[config.mk]
export PLATFORM = sky130hd
export DESIGN_NAME = pbc_counter
export DESIGN_NICKNAME = d
export VERILOG_FILES = /design/src/design/pbc_pkg.sv /design/src/design/pbc_stage.sv /design/src/design/pbc_counter.sv
export SDC_FILE = /design/constraint.sdc
export NUM_CORES = 1
export LEC_CHECK = 0
export CAP_MARGIN = 15
export CELL_PAD_IN_SITES_DETAIL_PLACEMENT = 0
export CELL_PAD_IN_SITES_GLOBAL_PLACEMENT = 1
export CORE_MARGIN = 10
export CORE_UTILIZATION = 50
export CTS_CLUSTER_DIAMETER = 100
export DETAILED_ROUTE_END_ITERATION = 16
export DONT_BUFFER_PORTS = 1
export GPL_TIMING_DRIVEN = 0
export PLACE_DENSITY_LB_ADDON = 0.1
export SYNTH_ARGS = -nofsm -noshare
export SYNTH_HDL_FRONTEND = slang
export SYNTH_SLANG_ARGS = --single-unit
[constraint.sdc]
create_clock -name hclk -period 4.3 [get_ports hclk]
set_clock_uncertainty 0.1 [all_clocks]
set_input_delay 0.43 -clock hclk [delete_from_list [all_inputs] [get_ports hclk]]
set_output_delay 0.43 -clock hclk [all_outputs]
set_load 0.01 [all_outputs]
[src/design/pbc_pkg.sv]
package pbc_pkg;

  // Counter geometry
  localparam int PBC_WIDTH = 4;
  localparam logic [3:0] PBC_COUNT_RST = 4'h0;
  localparam logic [3:0] PBC_COUNT_MAX = 4'hF;
  localparam logic [3:0] PBC_COUNT_ONE = 4'h1;

  // Register byte offsets, one aligned word each
  localparam logic [7:0] PBC_OFF_CTRL = 8'h00;
  localparam logic [7:0] PBC_OFF_PRESET = 8'h04;
  localparam logic [7:0] PBC_OFF_LOAD = 8'h08;
  localparam logic [7:0] PBC_OFF_STATUS = 8'h0C;
  localparam logic [7:0] PBC_OFF_WRAPS = 8'h10;

  // Control register fields
  localparam int PBC_CTRL_SRC_BIT = 0;
  localparam int PBC_CTRL_GP_BIT = 1;
  localparam int PBC_CTRL_GC_BIT = 2;

  // Load register field
  localparam int PBC_LOAD_GO_BIT = 0;

  // Status register fields, count sits in bits 3..0
  localparam int PBC_ST_COUNT_LSB = 0;
  localparam int PBC_ST_CARRY_BIT = 4;
  localparam int PBC_ST_CLR_BIT = 5;

  // Values after reset
  localparam logic PBC_SRC_RST = 1'b0;
  localparam logic PBC_GP_RST = 1'b0;
  localparam logic PBC_GC_RST = 1'b0;
  localparam logic [3:0] PBC_PRESET_RST = 4'h0;
  localparam logic [15:0] PBC_WRAPS_RST = 16'h0000;
  localparam logic [15:0] PBC_WRAPS_ONE = 16'h0001;
  localparam logic [31:0] PBC_RDATA_RST = 32'h00000000;
  localparam logic [7:0] PBC_ADDR_RST = 8'h00;
  localparam logic [1:0] PBC_CLR_SYNC_RST = 2'h3;

  // Bus phase tracker, Gray coded along idle, wait, done
  typedef enum logic [1:0] {
    PH_IDLE = 2'b00,
    PH_RDWAIT = 2'b01,
    PH_RDDONE = 2'b11,
    PH_WRITE = 2'b10
  } pbc_phase_t;

  // Whole state of the bus front end
  typedef struct packed {
    pbc_phase_t phase;
    logic [7:0] addr;
    logic addr_ok;
    logic [31:0] rdata;
    logic src_sw;
    logic gate_p;
    logic gate_c;
    logic [3:0] preset;
    logic load_go;
    logic [15:0] wraps;
    logic [1:0] clr_sync;
  } pbc_regs_t;

  // Whole state of the counting stage
  typedef struct packed {
    logic [3:0] count;
  } pbc_stage_t;

endpackage

[src/design/pbc_stage.sv]
`timescale 1ns/10ps
// Four-bit presettable stage with asynchronous clear
module pbc_stage
  import pbc_pkg::*;
(
  input wire logic hclk,
  input wire logic clear_n,
  input wire logic load_n,
  input wire logic [3:0] load_data,
  input wire logic gate_p,
  input wire logic gate_c,
  output logic [3:0] count,
  output logic carry,
  output logic wrap
);

  pbc_stage_t s_q;
  pbc_stage_t s_d;

  // Next count: load beats the gates, both gates needed to count
  always_comb begin
    s_d = s_q;
    if (!load_n) begin
      s_d.count = load_data;
    end else if (gate_p && gate_c) begin
      s_d.count = s_q.count + PBC_COUNT_ONE;
    end else begin
      s_d.count = s_q.count;
    end
  end

  // Clear acts without the clock; all bits move on one edge
  always_ff @(posedge hclk or negedge clear_n) begin
    if (!clear_n) begin
      s_q.count <= PBC_COUNT_RST;
    end else begin
      s_q <= s_d;
    end
  end

  assign count = s_q.count;
  // Carry ignores the parallel gate by design
  assign carry = (s_q.count == PBC_COUNT_MAX) && gate_c;
  // Next edge will roll the count over
  assign wrap = load_n && gate_p && carry;

endmodule // pbc_stage

[src/design/pbc_counter.sv]
`timescale 1ns/10ps
// Behaviour
// - Holds a four-bit unsigned count, shown on four parallel outputs.
// - All count bits update together on the rising clock edge, except when cleared.
// - Outside software mode, preset low loads preset data on the next edge, enables ignored.
// - Clear low zeroes the count at once, overriding everything else.
// - With clear and preset idle, count increments when both gates high.
// - Carry high exactly while count is 15 and carry gate high.
// - Count wraps from 15 to 0 on the next enabled edge.
// - Gate and preset changes reach the count only at a clock edge; carry follows the carry gate at once.
module pbc_counter
  import pbc_pkg::*;
(
  input wire logic hclk,
  input wire logic hresetn,
  input wire logic hsel,
  input wire logic [31:0] haddr,
  input wire logic [1:0] htrans,
  input wire logic hwrite,
  input wire logic [2:0] hsize,
  input wire logic [31:0] hwdata,
  input wire logic hready,
  output logic [31:0] hrdata,
  output logic hreadyout,
  output logic hresp,
  input wire logic async_clear_n,
  input wire logic preset_load_n,
  input wire logic [3:0] preset_data,
  input wire logic count_gate_parallel,
  input wire logic count_gate_carry,
  output logic count_out0,
  output logic count_out1,
  output logic count_out2,
  output logic count_out3,
  output logic carry_out
);

  pbc_regs_t s_q;
  pbc_regs_t s_d;

  logic clear_n_w;
  logic load_n_w;
  logic [3:0] load_data_w;
  logic gate_p_w;
  logic gate_c_w;
  logic [3:0] count_w;
  logic carry_w;
  logic wrap_w;
  logic accept_w;

  // Word match on the low byte, upper address bits checked apart
  function automatic logic reg_hit(
    input logic [7:0] addr,
    input logic ok,
    input logic [7:0] off
  );
    reg_hit = ok && (addr[7:2] == off[7:2]);
  endfunction

  // Read value of one word; unmapped words read as zero
  function automatic logic [31:0] read_word(
    input logic [7:0] addr,
    input logic ok,
    input pbc_regs_t st,
    input logic [3:0] cnt,
    input logic cry,
    input logic clr_n
  );
    logic [31:0] w;
    w = 32'h00000000;
    if (reg_hit(addr, ok, PBC_OFF_CTRL)) begin
      w[PBC_CTRL_SRC_BIT] = st.src_sw;
      w[PBC_CTRL_GP_BIT] = st.gate_p;
      w[PBC_CTRL_GC_BIT] = st.gate_c;
    end else if (reg_hit(addr, ok, PBC_OFF_PRESET)) begin
      w[3:0] = st.preset;
    end else if (reg_hit(addr, ok, PBC_OFF_STATUS)) begin
      w[PBC_ST_COUNT_LSB +: PBC_WIDTH] = cnt;
      w[PBC_ST_CARRY_BIT] = cry;
      w[PBC_ST_CLR_BIT] = ~clr_n;
    end else if (reg_hit(addr, ok, PBC_OFF_WRAPS)) begin
      w[15:0] = st.wraps;
    end
    read_word = w;
  endfunction

  // Either reset empties the count; the clear pin needs no clock
  assign clear_n_w = hresetn & async_clear_n;

  // Software mode takes the gates from the control register and
  // masks the preset pin; a software load works in both modes
  assign gate_p_w = s_q.src_sw ? s_q.gate_p : count_gate_parallel;
  assign gate_c_w = s_q.src_sw ? s_q.gate_c : count_gate_carry;
  assign load_n_w = ~s_q.load_go & (s_q.src_sw | preset_load_n);
  assign load_data_w = s_q.load_go ? s_q.preset : preset_data;

  // The counting stage itself
  pbc_stage u_stage (
    .hclk(hclk),
    .clear_n(clear_n_w),
    .load_n(load_n_w),
    .load_data(load_data_w),
    .gate_p(gate_p_w),
    .gate_c(gate_c_w),
    .count(count_w),
    .carry(carry_w),
    .wrap(wrap_w)
  );

  // Bit weights 1, 2, 4, 8 in order
  assign count_out0 = count_w[0];
  assign count_out1 = count_w[1];
  assign count_out2 = count_w[2];
  assign count_out3 = count_w[3];
  assign carry_out = carry_w;

  // Reads stall one cycle so a write just ahead is already visible
  assign hreadyout = (s_q.phase != PH_RDWAIT);
  assign hresp = 1'b0;
  assign hrdata = s_q.rdata;
  assign accept_w = hsel && hready && htrans[1];

  // Bus front end and register updates
  always_comb begin
    s_d = s_q;
    s_d.load_go = 1'b0;
    // Clear pin is unclocked: two flops before the status word reads it
    s_d.clr_sync = {s_q.clr_sync[0], async_clear_n};
    case (s_q.phase)
      PH_RDWAIT: begin
        s_d.rdata = read_word(s_q.addr, s_q.addr_ok, s_q, count_w,
                              carry_w, s_q.clr_sync[1]);
        s_d.phase = PH_RDDONE;
      end
      PH_WRITE: begin
        if (reg_hit(s_q.addr, s_q.addr_ok, PBC_OFF_CTRL)) begin
          s_d.src_sw = hwdata[PBC_CTRL_SRC_BIT];
          s_d.gate_p = hwdata[PBC_CTRL_GP_BIT];
          s_d.gate_c = hwdata[PBC_CTRL_GC_BIT];
        end
        if (reg_hit(s_q.addr, s_q.addr_ok, PBC_OFF_PRESET)) begin
          s_d.preset = hwdata[3:0];
        end
        if (reg_hit(s_q.addr, s_q.addr_ok, PBC_OFF_LOAD)) begin
          s_d.load_go = hwdata[PBC_LOAD_GO_BIT];
        end
        if (reg_hit(s_q.addr, s_q.addr_ok, PBC_OFF_WRAPS)) begin
          s_d.wraps = PBC_WRAPS_RST;
        end
      end
      default: begin
        s_d.phase = s_q.phase;
      end
    endcase
    // A wrap in the clearing cycle still counts
    if (wrap_w) begin
      s_d.wraps = s_d.wraps + PBC_WRAPS_ONE;
    end
    // Take a new address phase; wait state cannot be left early
    if (accept_w) begin
      s_d.addr = haddr[7:0];
      s_d.addr_ok = (haddr[31:8] == 24'h000000);
      s_d.phase = hwrite ? PH_WRITE : PH_RDWAIT;
    end else if (s_q.phase != PH_RDWAIT) begin
      s_d.phase = PH_IDLE;
    end
  end

  // State register
  always_ff @(posedge hclk or negedge hresetn) begin
    if (!hresetn) begin
      s_q.phase <= PH_IDLE;
      s_q.addr <= PBC_ADDR_RST;
      s_q.addr_ok <= 1'b0;
      s_q.rdata <= PBC_RDATA_RST;
      s_q.src_sw <= PBC_SRC_RST;
      s_q.gate_p <= PBC_GP_RST;
      s_q.gate_c <= PBC_GC_RST;
      s_q.preset <= PBC_PRESET_RST;
      s_q.load_go <= 1'b0;
      s_q.wraps <= PBC_WRAPS_RST;
      s_q.clr_sync <= PBC_CLR_SYNC_RST;
    end else begin
      s_q <= s_d;
    end
  end

  // Transfer size is not checked: only word accesses are supported
  logic unused_w;
  assign unused_w = ^hsize;

endmodule // pbc_counter

**After elaboration in Yosys (flattened, before gate mapping)**

Index checks and enable logic that the tools add are counted.

- Add/subtract/negate cells: 2
- Multiply operators: 0
- Div/mod/pow operators: 0
- $lt $le $gt $ge: 0
- Eq/ne operators: 9
- Shift-type cells: 0
- Mux-type cells: 20
- Bitwise operators: 5
- Reductions and logical operators: 16

Operators by type and width:

| operator | count |
|---|---|
| 2-to-1 mux 16 bit | 3 |
| zero test 24 bit | 1 |
| 2-to-1 mux 17 bit | 1 |
| adder 16 x 1 -> 16 bit (second input constant) | 1 |
| 2-to-1 mux 4 bit | 4 |
| 2-to-1 mux 13 bit | 1 |
| equality test 6 x 2 -> 1 bit (second input constant) | 2 |
| 2-to-1 mux 12 bit | 1 |
| logical AND 1 bit | 11 |
| 2-to-1 mux 10 bit | 1 |
| 2-to-1 mux 2 bit | 4 |
| equality test 6 x 1 -> 1 bit (second input constant) | 1 |
| equality test 6 x 3 -> 1 bit (second input constant) | 1 |
| zero test 6 bit | 1 |
| 2-to-1 mux 6 bit | 1 |
| adder 4 x 1 -> 4 bit (second input constant) | 1 |
| equality test 4 bit (second input constant) | 1 |
| AND reduction 2 bit | 2 |
| 2-to-1 mux 1 bit | 3 |
| 2-to-1 mux 3 bit | 1 |
| nonzero test 3 bit | 1 |
| AND 1 bit | 2 |
| equality test 2 x 1 -> 1 bit (second input constant) | 1 |
| equality test 2 bit (second input constant) | 1 |
| 4 further kinds | 5 |

- Register bits: 57
- Latch bits: 0
- Bits in writable memories: 0
- Memory bits (read-only): 0
- Output and inout port bits: 39
- Logic and storage cells: 64
- Memories: 0

**Logic depth before layout (Yosys ltp)**

Gate-level depths: netlist of the first run.

- Depth in word-level cells: 6
- Mapped depth: 9
- Gate-level depth less buffers: 8

**By module**

From an unflattened synthesis of the first run, not the netlist that was laid out.

- Cells, all modules: 268
- Area total of the unflattened synthesis: 2864.0 um^2

By module, submodules not included:

| module | instances | cells each | area an instance (um^2) | seq. area each (um^2) |
|---|---|---|---|---|
| pbc_counter | 1 | 241 | 2635.0 | 1278.7 |
| pbc_stage | 1 | 27 | 229.0 | 100.1 |

**Least setup slack after synthesis of the first run**

Ideal clock, no wire load.

- Path kind: register to register
- From: register s_q[61] (netlist name)
- To: register s_q[14] (netlist name)
- Library setup time: 0.078 ns
- Arrival: 2.138 ns
- Data required time: 4.122 ns
- Path slack: 1.984 ns
- Cell stages (with the launch flop): 10
- Buffers on the path: 1
- Period minus slack after synthesis: 2.316 ns
- Cell sequence: dfrtp_1 > clkbuf_1 > nor3b_1 > nand3_1 > and2_1 > ha_1 > and4_1 > o2111a_1 > a31o_2 > a21oi_1

RTL lines:

| what | line | RTL |
|---|---|---|
| start, declared | pbc_counter.sv:38 | `pbc_regs_t s_q;` |

==> key figures, run 1 <==
Outcome
  • Outcome: complete, no violations

Floorplan
  • Total core area: about 0.006 mm^2
  • Die Span X: between 90 and 100 um
  • Rows: 28
  • Die Y-Extent: slightly below 100 um
  • Die outline area: around 0.0094 mm^2
  • Initial Utilization: 0.5090
  • Top Ports: 121

STA
  • Setup_tns: 0 ns
  • Fin Hold WS: around 0.12 ns
  • Relative slew slack: 0.5140
  • Worst-margin pin slew: slightly above 0.7 ns
  • RSZ-0062 raised after global routing: false
  • Final setup viols: 0
  • Final Hold Viols: 0
  • Slew Viols, Final: 0
  • Tmin final: 2.818 ns
  • Maximum clock rate: roughly 350 MHz
  • Final period util: 0.6553

Hold path
  • End of the worst hold path: s_q[67]
  • Min-Delay Path Depth: 1
  • Hold crit path type: in2reg
  • HP Start: hwrite

Logic synthesis
  • Async SR Flop Fraction: 1.000
  • Top cell type's share of synthesized area: 0.4454
  • Gate Count Post-Synth: roughly 290
  • YS warnings: 0
  • Synthesized cell area: about 0.0030 mm^2
  • Number of synthesized register bits: between 50 and 60
  • Synth cell types: 46
  • Number of enable flip-flop cells after synthesis: 0
  • Top-count cell post-synth: dfrtp_1
  • Mean cell area of the mapped netlist: roughly 10 um^2
  • Largest cells by area after synthesis: dfrtp_1 (45%), buf_4 (8.8%), mux2_2 (5.7%)
  • Top_reg_cell synth: dfrtp_1
  • Sequential area share after synthesis: 0.4630
  • Synth top cells by count: dfrtp_1 (53), buf_4 (35), nand2_1 (23)
  • Synth area leader: dfrtp_1

Pwr
  • Max IR drop VDD: around 0.19 mV
  • Pint: just under 0.0008 W
  • Comb pwr share: 0.189
  • Leakage: ~1.5 nW
  • Sw Pwr: around 0.00034 W
  • Pwr dens: 343.9 mW/mm^2
  • Reg power frac: 0.554
  • Sw Ratio: 0.3038
  • Clock share of power: 0.257

Clock tree
  • CTS root buf: clkbuf_8
  • CTS max path bufs: 2
  • CTS buffer count: 5
  • Cts hold-fix bufs: 3
  • CTS tree: built
  • Sink Count: between 50 and 60
  • Worst-Skew Late Latency: between 0.3 and 0.4 ns
  • H-Tree Depth: 2
  • Post-CTS Setup Bufs: 0
  • Register clock-pin slew on the reported worst setup and hold paths: 0.10 ns
  • Cts repair resizes: 0

GRT
  • Total global-route track usage: 0.1401
  • Largest net degree at the start of global routing: between 50 and 60
  • GR Overflow Total: 0
  • Vias in the first global route: roughly 2300
  • First-pass GRT wire length: between 10000 and 15000 um
  • Initial antenna violation count: 0

Drt
  • Pre-antenna DRT Iters: 4
  • Iteration-0 DRC Markers: between 90 and 100
  • Via count: around 2200
  • Post-DR vias/cell: between 5 and 6
  • WL/cell: 17.11 um
  • DRC errors left: 0
  • Routed WL: about 6800 um
  • Post-DRT Antenna Nets: 0

Final layout
  • Final nets: approximately 400
  • Syn-to-layout area delta: 10.04%
  • Final design utilization: 0.5601
  • Ratio of cells with drive above 1 in the final layout: 0.2274
  • Antenna Cells: 0
  • Filler Cell Count: between 500 and 600

Worst setup path
  • FF-to-FF setup slack: 1.48 ns
  • Critical R2R Launch: s_q[61]
  • Startpoint Class: flop
  • Req. time, crit path: approximately 4.4 ns
  • Worst Path Max Fanout: 10
  • Crit path DAT: roughly 3.0 ns
  • Worst setup EP type: flop
  • Reg2Reg Depth: 9
  • Worst Setup Path Type: reg2reg
  • Worst flop-to-flop path endpoint: s_q[14]

Run
  • Max-cap check violation count: 0

Placed design
  • Post-DP HPWL: 5203 um
  • Routability-driven placement congestion ratio: ~0.8
  • Number of I/O port buffers: 0
-- through the flow --
step	cells	area (um^2)	power (W)	setup WS (ns)
global route	396	3277	0.001192	1.289
CTS	395	3267	0.001133	1.502
finish	396	3277	0.001127	1.482
floorplan	310	3038	0.0007793	1.984
global placement	385	3132	0.0008271	1.602
detailed placement	385	3132	0.0008318	1.548
-- worst max-delay path, cell delays in order, from the launching register on --
cell and delay [ns]:
dfrtp_1 0.38, clkbuf_1 0.20, nor3b_1 0.57, nand3_1 0.22, and2_1 0.26, ha_1 0.24, and4_1 0.24, o2111a_1 0.18
a31o_2 0.25, a21oi_1 0.11
-- worst max-delay path by stage --
| stage | from | to | depth (start not counted) |
|---|---|---|---|
| floorplan | s_q[61] | s_q[14] | 9 |
| finish | s_q[61] | s_q[14] | 9 |
| global placement | s_q[61] | s_q[14] | 9 |
| global route | s_q[61] | s_q[14] | 9 |
| detailed placement | s_q[61] | s_q[14] | 9 |
| CTS | s_q[61] | s_q[14] | 9 |
-- area by class of cell --
cell class	instances	area [um^2]	share of cell area
timing repair buffer	4	57.56	0.01756
tap	75	93.84	0.02864
clock buffer	6	82.58	0.02520
clock inverter	1	5.005	0.001527
inverter	10	37.54	0.01145
multi-input combinational	200	1303	0.3975
sequential	55	1379	0.4208
buffer	45	319.1	0.09737
-- metal layers --
metal / track usage / vias to the layer above / wire [um]
li1: - / 1064 / -
met1: 0.1713 / 1077 / 3008
met2: 0.2227 / 60 / 3162
met3: 0.05263 / 8 / 528
met4: 0.04313 / 0 / 75
met5: 0 / - / 0
-- power groups by stage --
stage               sequential, W  clock, W  combinational (W)
floorplan                0.000616         0           0.000164
global placement         0.000634         0           0.000193
detailed placement       0.000634         0           0.000198
CTS                      0.000624  0.000296           0.000213
global route             0.000633  0.000318           0.000242
finish                   0.000625  0.000289           0.000213
-- kinds of logic (layout without fill, tap and decap cells) --
family / count (synthesis) / after routing / synth area share
adders and majority gates: 2 / 2 / 0.008402
muxes: 17 / 17 / 0.06344
and+or+nand+nor: 87 / 87 / 0.1660
other: 1 / 17 / 0.001259
buffers and inverters: 55 / 66 / 0.1197
xor gates and xnor gates: 4 / 4 / 0.01177
AOI/OAI and AO/OA: 73 / 73 / 0.1664
DFF: 55 / 55 / 0.4630
-- placed cells by master, fill, tap and decap left out, drive strengths merged, types with 2 or more instances in the layout --
master	netlist	final
nand2	23	23
a22o	12	12
dlygate4sd3	0	3
nor2b	8	8
a31o	2	2
or3	9	9
nand3	5	5
o31ai	5	5
mux2	15	15
xor2	3	3
buf	41	42
or4	3	3
nand4	7	7
nor4	8	8
a22oi	6	6
conb	1	17
ha	2	2
dfstp	2	2
nor2	4	4
and2	5	5
a211oi	2	2
and3	7	7
dfrtp	53	53
clkinv	1	2
o2111ai	2	2
and4	2	2
inv	9	9
mux2i	2	2
o22ai	3	3
a21oi	16	16
o21ai	22	22
clkbuf	4	10
-- state kept, by name, indices dropped and copies added (netlist names) --
signal,count
s_q,34
hrdata,16
u_stage.count,4
s_d,1
Power figures use the tool's default switching activity.
==> inputs of run 2 (changes only) <==
--- a/config.mk
+++ b/config.mk
@@ -9,7 +9,7 @@
 export CELL_PAD_IN_SITES_DETAIL_PLACEMENT = 0
 export CELL_PAD_IN_SITES_GLOBAL_PLACEMENT = 1
 export CORE_MARGIN = 10
-export CORE_UTILIZATION = 50
+export CORE_UTILIZATION = 42
 export CTS_CLUSTER_DIAMETER = 100
 export DETAILED_ROUTE_END_ITERATION = 16
 export DONT_BUFFER_PORTS = 1
==> constraint.sdc (replaced) <==
create_clock -name hclk -period 2.3 [get_ports hclk]
set_clock_uncertainty 0.1 [all_clocks]
set_input_delay 0.23 -clock hclk [delete_from_list [all_inputs] [get_ports hclk]]
set_output_delay 0.23 -clock hclk [all_outputs]
set_load 0.01 [all_outputs]
==> run 2 against run 1 <==
- count of clock-buffer cells in the layout rose by 2
- critical path depth fell by 1
- sequential power rose by 89%
- first-iteration DRC count rose by 10%
- non-clock buffer count rose by 15
- hold slack got worse by 0.11 ns
- global-route usage fell by 1.0 points
- critical endpoint unchanged
- clock power rose by 100%
- register-to-register slack got worse by 1.4 ns
==> key figures, run 2 (same netlist as run 1, synthesis figures left out) <==
GRT
  • Vias in the first global route: 2405 (+6.1%)
  • First-pass GRT wire length: 12000 um (+6.1%)
  • Largest net degree at the start of global routing: 53 (unchanged)
  • GR Overflow Total: 0 (unchanged)
  • Initial antenna violation count: 0 (unchanged)
  • Total global-route track usage: 0.1299 (-0.01018)

Final layout
  • Final non-filler cell total: 433 (+9.3%)
  • Final nets: 420 (+3.7%)
  • Antenna Cells: 0 (unchanged)
  • Syn-to-layout area delta: 17.48%
  • Ratio of cells with drive above 1 in the final layout: 0.2433 (+0.01591)
  • Filler Cell Count: 654 (+17%)
  • FF/Latch Area: 0.001380 mm^2 (about the same)
  • Commonest non-fill, non-tap cells in the layout: dfrtp_1 (52), buf_4 (38), nand2_1 (23)
  • Most common cell after layout, fill and taps aside: dfrtp_1
  • Multi-input gate area: 0.001335 mm^2 (+2.5%)
  • Max reg flops: 34 (unchanged)
  • Largest Register: s_q
  • Design Area, Final: 0.003498 mm^2 (+6.8%)

Clock tree
  • CTS root buf: clkbuf_8
  • Sink Count: 55 (unchanged)
  • Register clock-pin slew on the reported worst setup and hold paths: 0.09 ns (about the same)
  • H-Tree Depth: 2 (unchanged)
  • CTS tree: built
  • CTS max path bufs: 2 (unchanged)
  • Worst-Skew Late Latency: 0.31 ns (about the same)
  • CTS buffer count: 5 (unchanged)

Floorplan
  • Die Y-Extent: 104.2 um (+7.2%)
  • Initial Utilization: 0.4359 (-0.07308)
  • Rows: 30 (+7.1%)
  • Top Ports: 121 (unchanged)
  • Die outline area: 0.01086 mm^2 (+15%)
  • Total core area: 0.006832 mm^2 (+17%)
  • Die Span X: 104.2 um (+7.2%)

Worst setup path
  • Startpoint Class: flop
  • Worst Setup Path Type: reg2reg
  • Req. time, crit path: 2.44 ns (-1.99 ns)
  • Worst Path Max Fanout: 4 (-6)
  • Crit path DAT: 2.34 ns (-0.61 ns)
  • Worst setup EP type: flop

Pwr
  • Sw Ratio: 0.2993 (-0.004450)
  • Pint: 0.001539 W (+96%)
  • Clock share of power: 0.265 (+0.008)
  • Comb pwr share: 0.196 (+0.007)
  • Reg power frac: 0.539 (-0.015)
  • Sw Pwr: 0.0006575 W (+92%)
  • Pwr dens: 627.9 mW/mm^2 (+83%)
  • Max IR drop VDD: 0.3215 mV (+67%)
  • Leakage: 1.570 nW (+5.4%)

STA
  • Tmin final: 2.199 ns (-0.6190 ns)
  • Final Hold Viols: 0 (unchanged)
  • Slew Viols, Final: 0 (unchanged)
  • Final setup viols: 0 (unchanged)
  • Fin Hold WS: 0.005652 ns (-0.1110 ns)
  • Maximum clock rate: 454.8 MHz (+28%)
  • RSZ-0062 raised after global routing: false
  • Final period util: 0.9560 (+0.3007)

Placed design
  • Post-DP HPWL: 5331 um (+2.4%)
  • Number of I/O port buffers: 0 (unchanged)
  • Cell count after placement: 406 (+5.5%)
  • Routability-driven placement congestion ratio: 0.7546 (-7.5%)
  • Post-place instance area: 0.003163 mm^2 (+1.0%)

Drt
  • WL/cell: 15.86 um (-7.3%)
  • Iteration-0 DRC Markers: 106 (+10%)
  • Pre-antenna DRT Iters: 4 (unchanged)
  • Routed WL: 6869 um (+1.4%)
  • Post-DRT Antenna Nets: 0 (unchanged)
  • DRC errors left: 0 (unchanged)
  • Post-DR vias/cell: 5.201 (-6.8%)
  • Via count: 2252 (+1.9%)

Hold path
  • Hold crit path type: in2reg

Outcome
  • Outcome: complete, no violations

Run
  • Max-cap check violation count: 0 (unchanged)
## run 2: critical path, stage by stage, from the launching register on
cell and delay, ns:
dfrtp_1 0.42, nor4b_4 0.34, nand3_2 0.14, and2_4 0.19, ha_2 0.21, and4_1 0.22, o2111a_1 0.17, a31o_2 0.24
a21oi_1 0.11
## run 2: layout make-up
cell class | instances | share of cell area
multi-input cells | 200 | 0.3816
inverters | 10 | 0.01073
well taps | 96 | 0.03433
clock buffers | 8 | 0.02861
repair buffers | 20 | 0.06009
flip-flops and latches | 55 | 0.3945
plain buffers | 44 | 0.09013
## run 2: stage by stage
stage / power [W] / utilization / setup TNS (ns) / setup slack, ns
final: 0.002197 / 0.5121 / 0 / 0.1012
after global routing: 0.002339 / 0.5121 / 0 / 0.01190
after CTS: 0.002202 / 0.5090 / 0 / 0.007762
after detailed placement: 0.001561 / 0.4630 / -0.9594 / -0.3825
after global placement: 0.001556 / 0.4630 / -0.9674 / -0.3912
after floorplan: 0.001459 / - / 0 / 0.06370
## run 2: worst paths after layout
path	endpoint	startpoint	slack [ns]	cells after the start
setup reg to reg	s_q[14]	s_q[64]	0.10	8
hold / removal	s_q[58]	haddr[29]	0.006	3
hold reg to reg	s_q[1]	s_d[1]	0.26	0
max in group asynchronous	u_stage.count[1]	hresetn	1.31	3
setup / recovery	s_q[14]	s_q[64]	0.10	8
min in group asynchronous	u_stage.count[3]	async_clear_n	0.23	2
## run 2: routing by layer
layer / share of wire / GRT usage
met1: 0.49 / 0.1739
met2: 0.44 / 0.1982
met3: 0.064 / 0.04027
met4: 0.0099 / 0.03280
met5: 0 / 0
## run 2: timing repair
action / CTS / global route
pin swaps: 3 / 2
endpoints found under the hold margin: 73 / 0
gates resized for setup: 2 / 5
endpoints found under the setup margin: 5 / 3
buffers inserted: 2 / 1
hold buffers: 17 / 0
## run 2: power by group through the flow
stage                     clock, W  sequential, W  combinational (W)
after global placement           0        0.00119           0.000368
after CTS                 0.000604        0.00118           0.000414
after global routing      0.000652        0.00120           0.000489
after floorplan                  0        0.00115           0.000307
final                     0.000583        0.00118           0.000430
after detailed placement         0        0.00119           0.000371
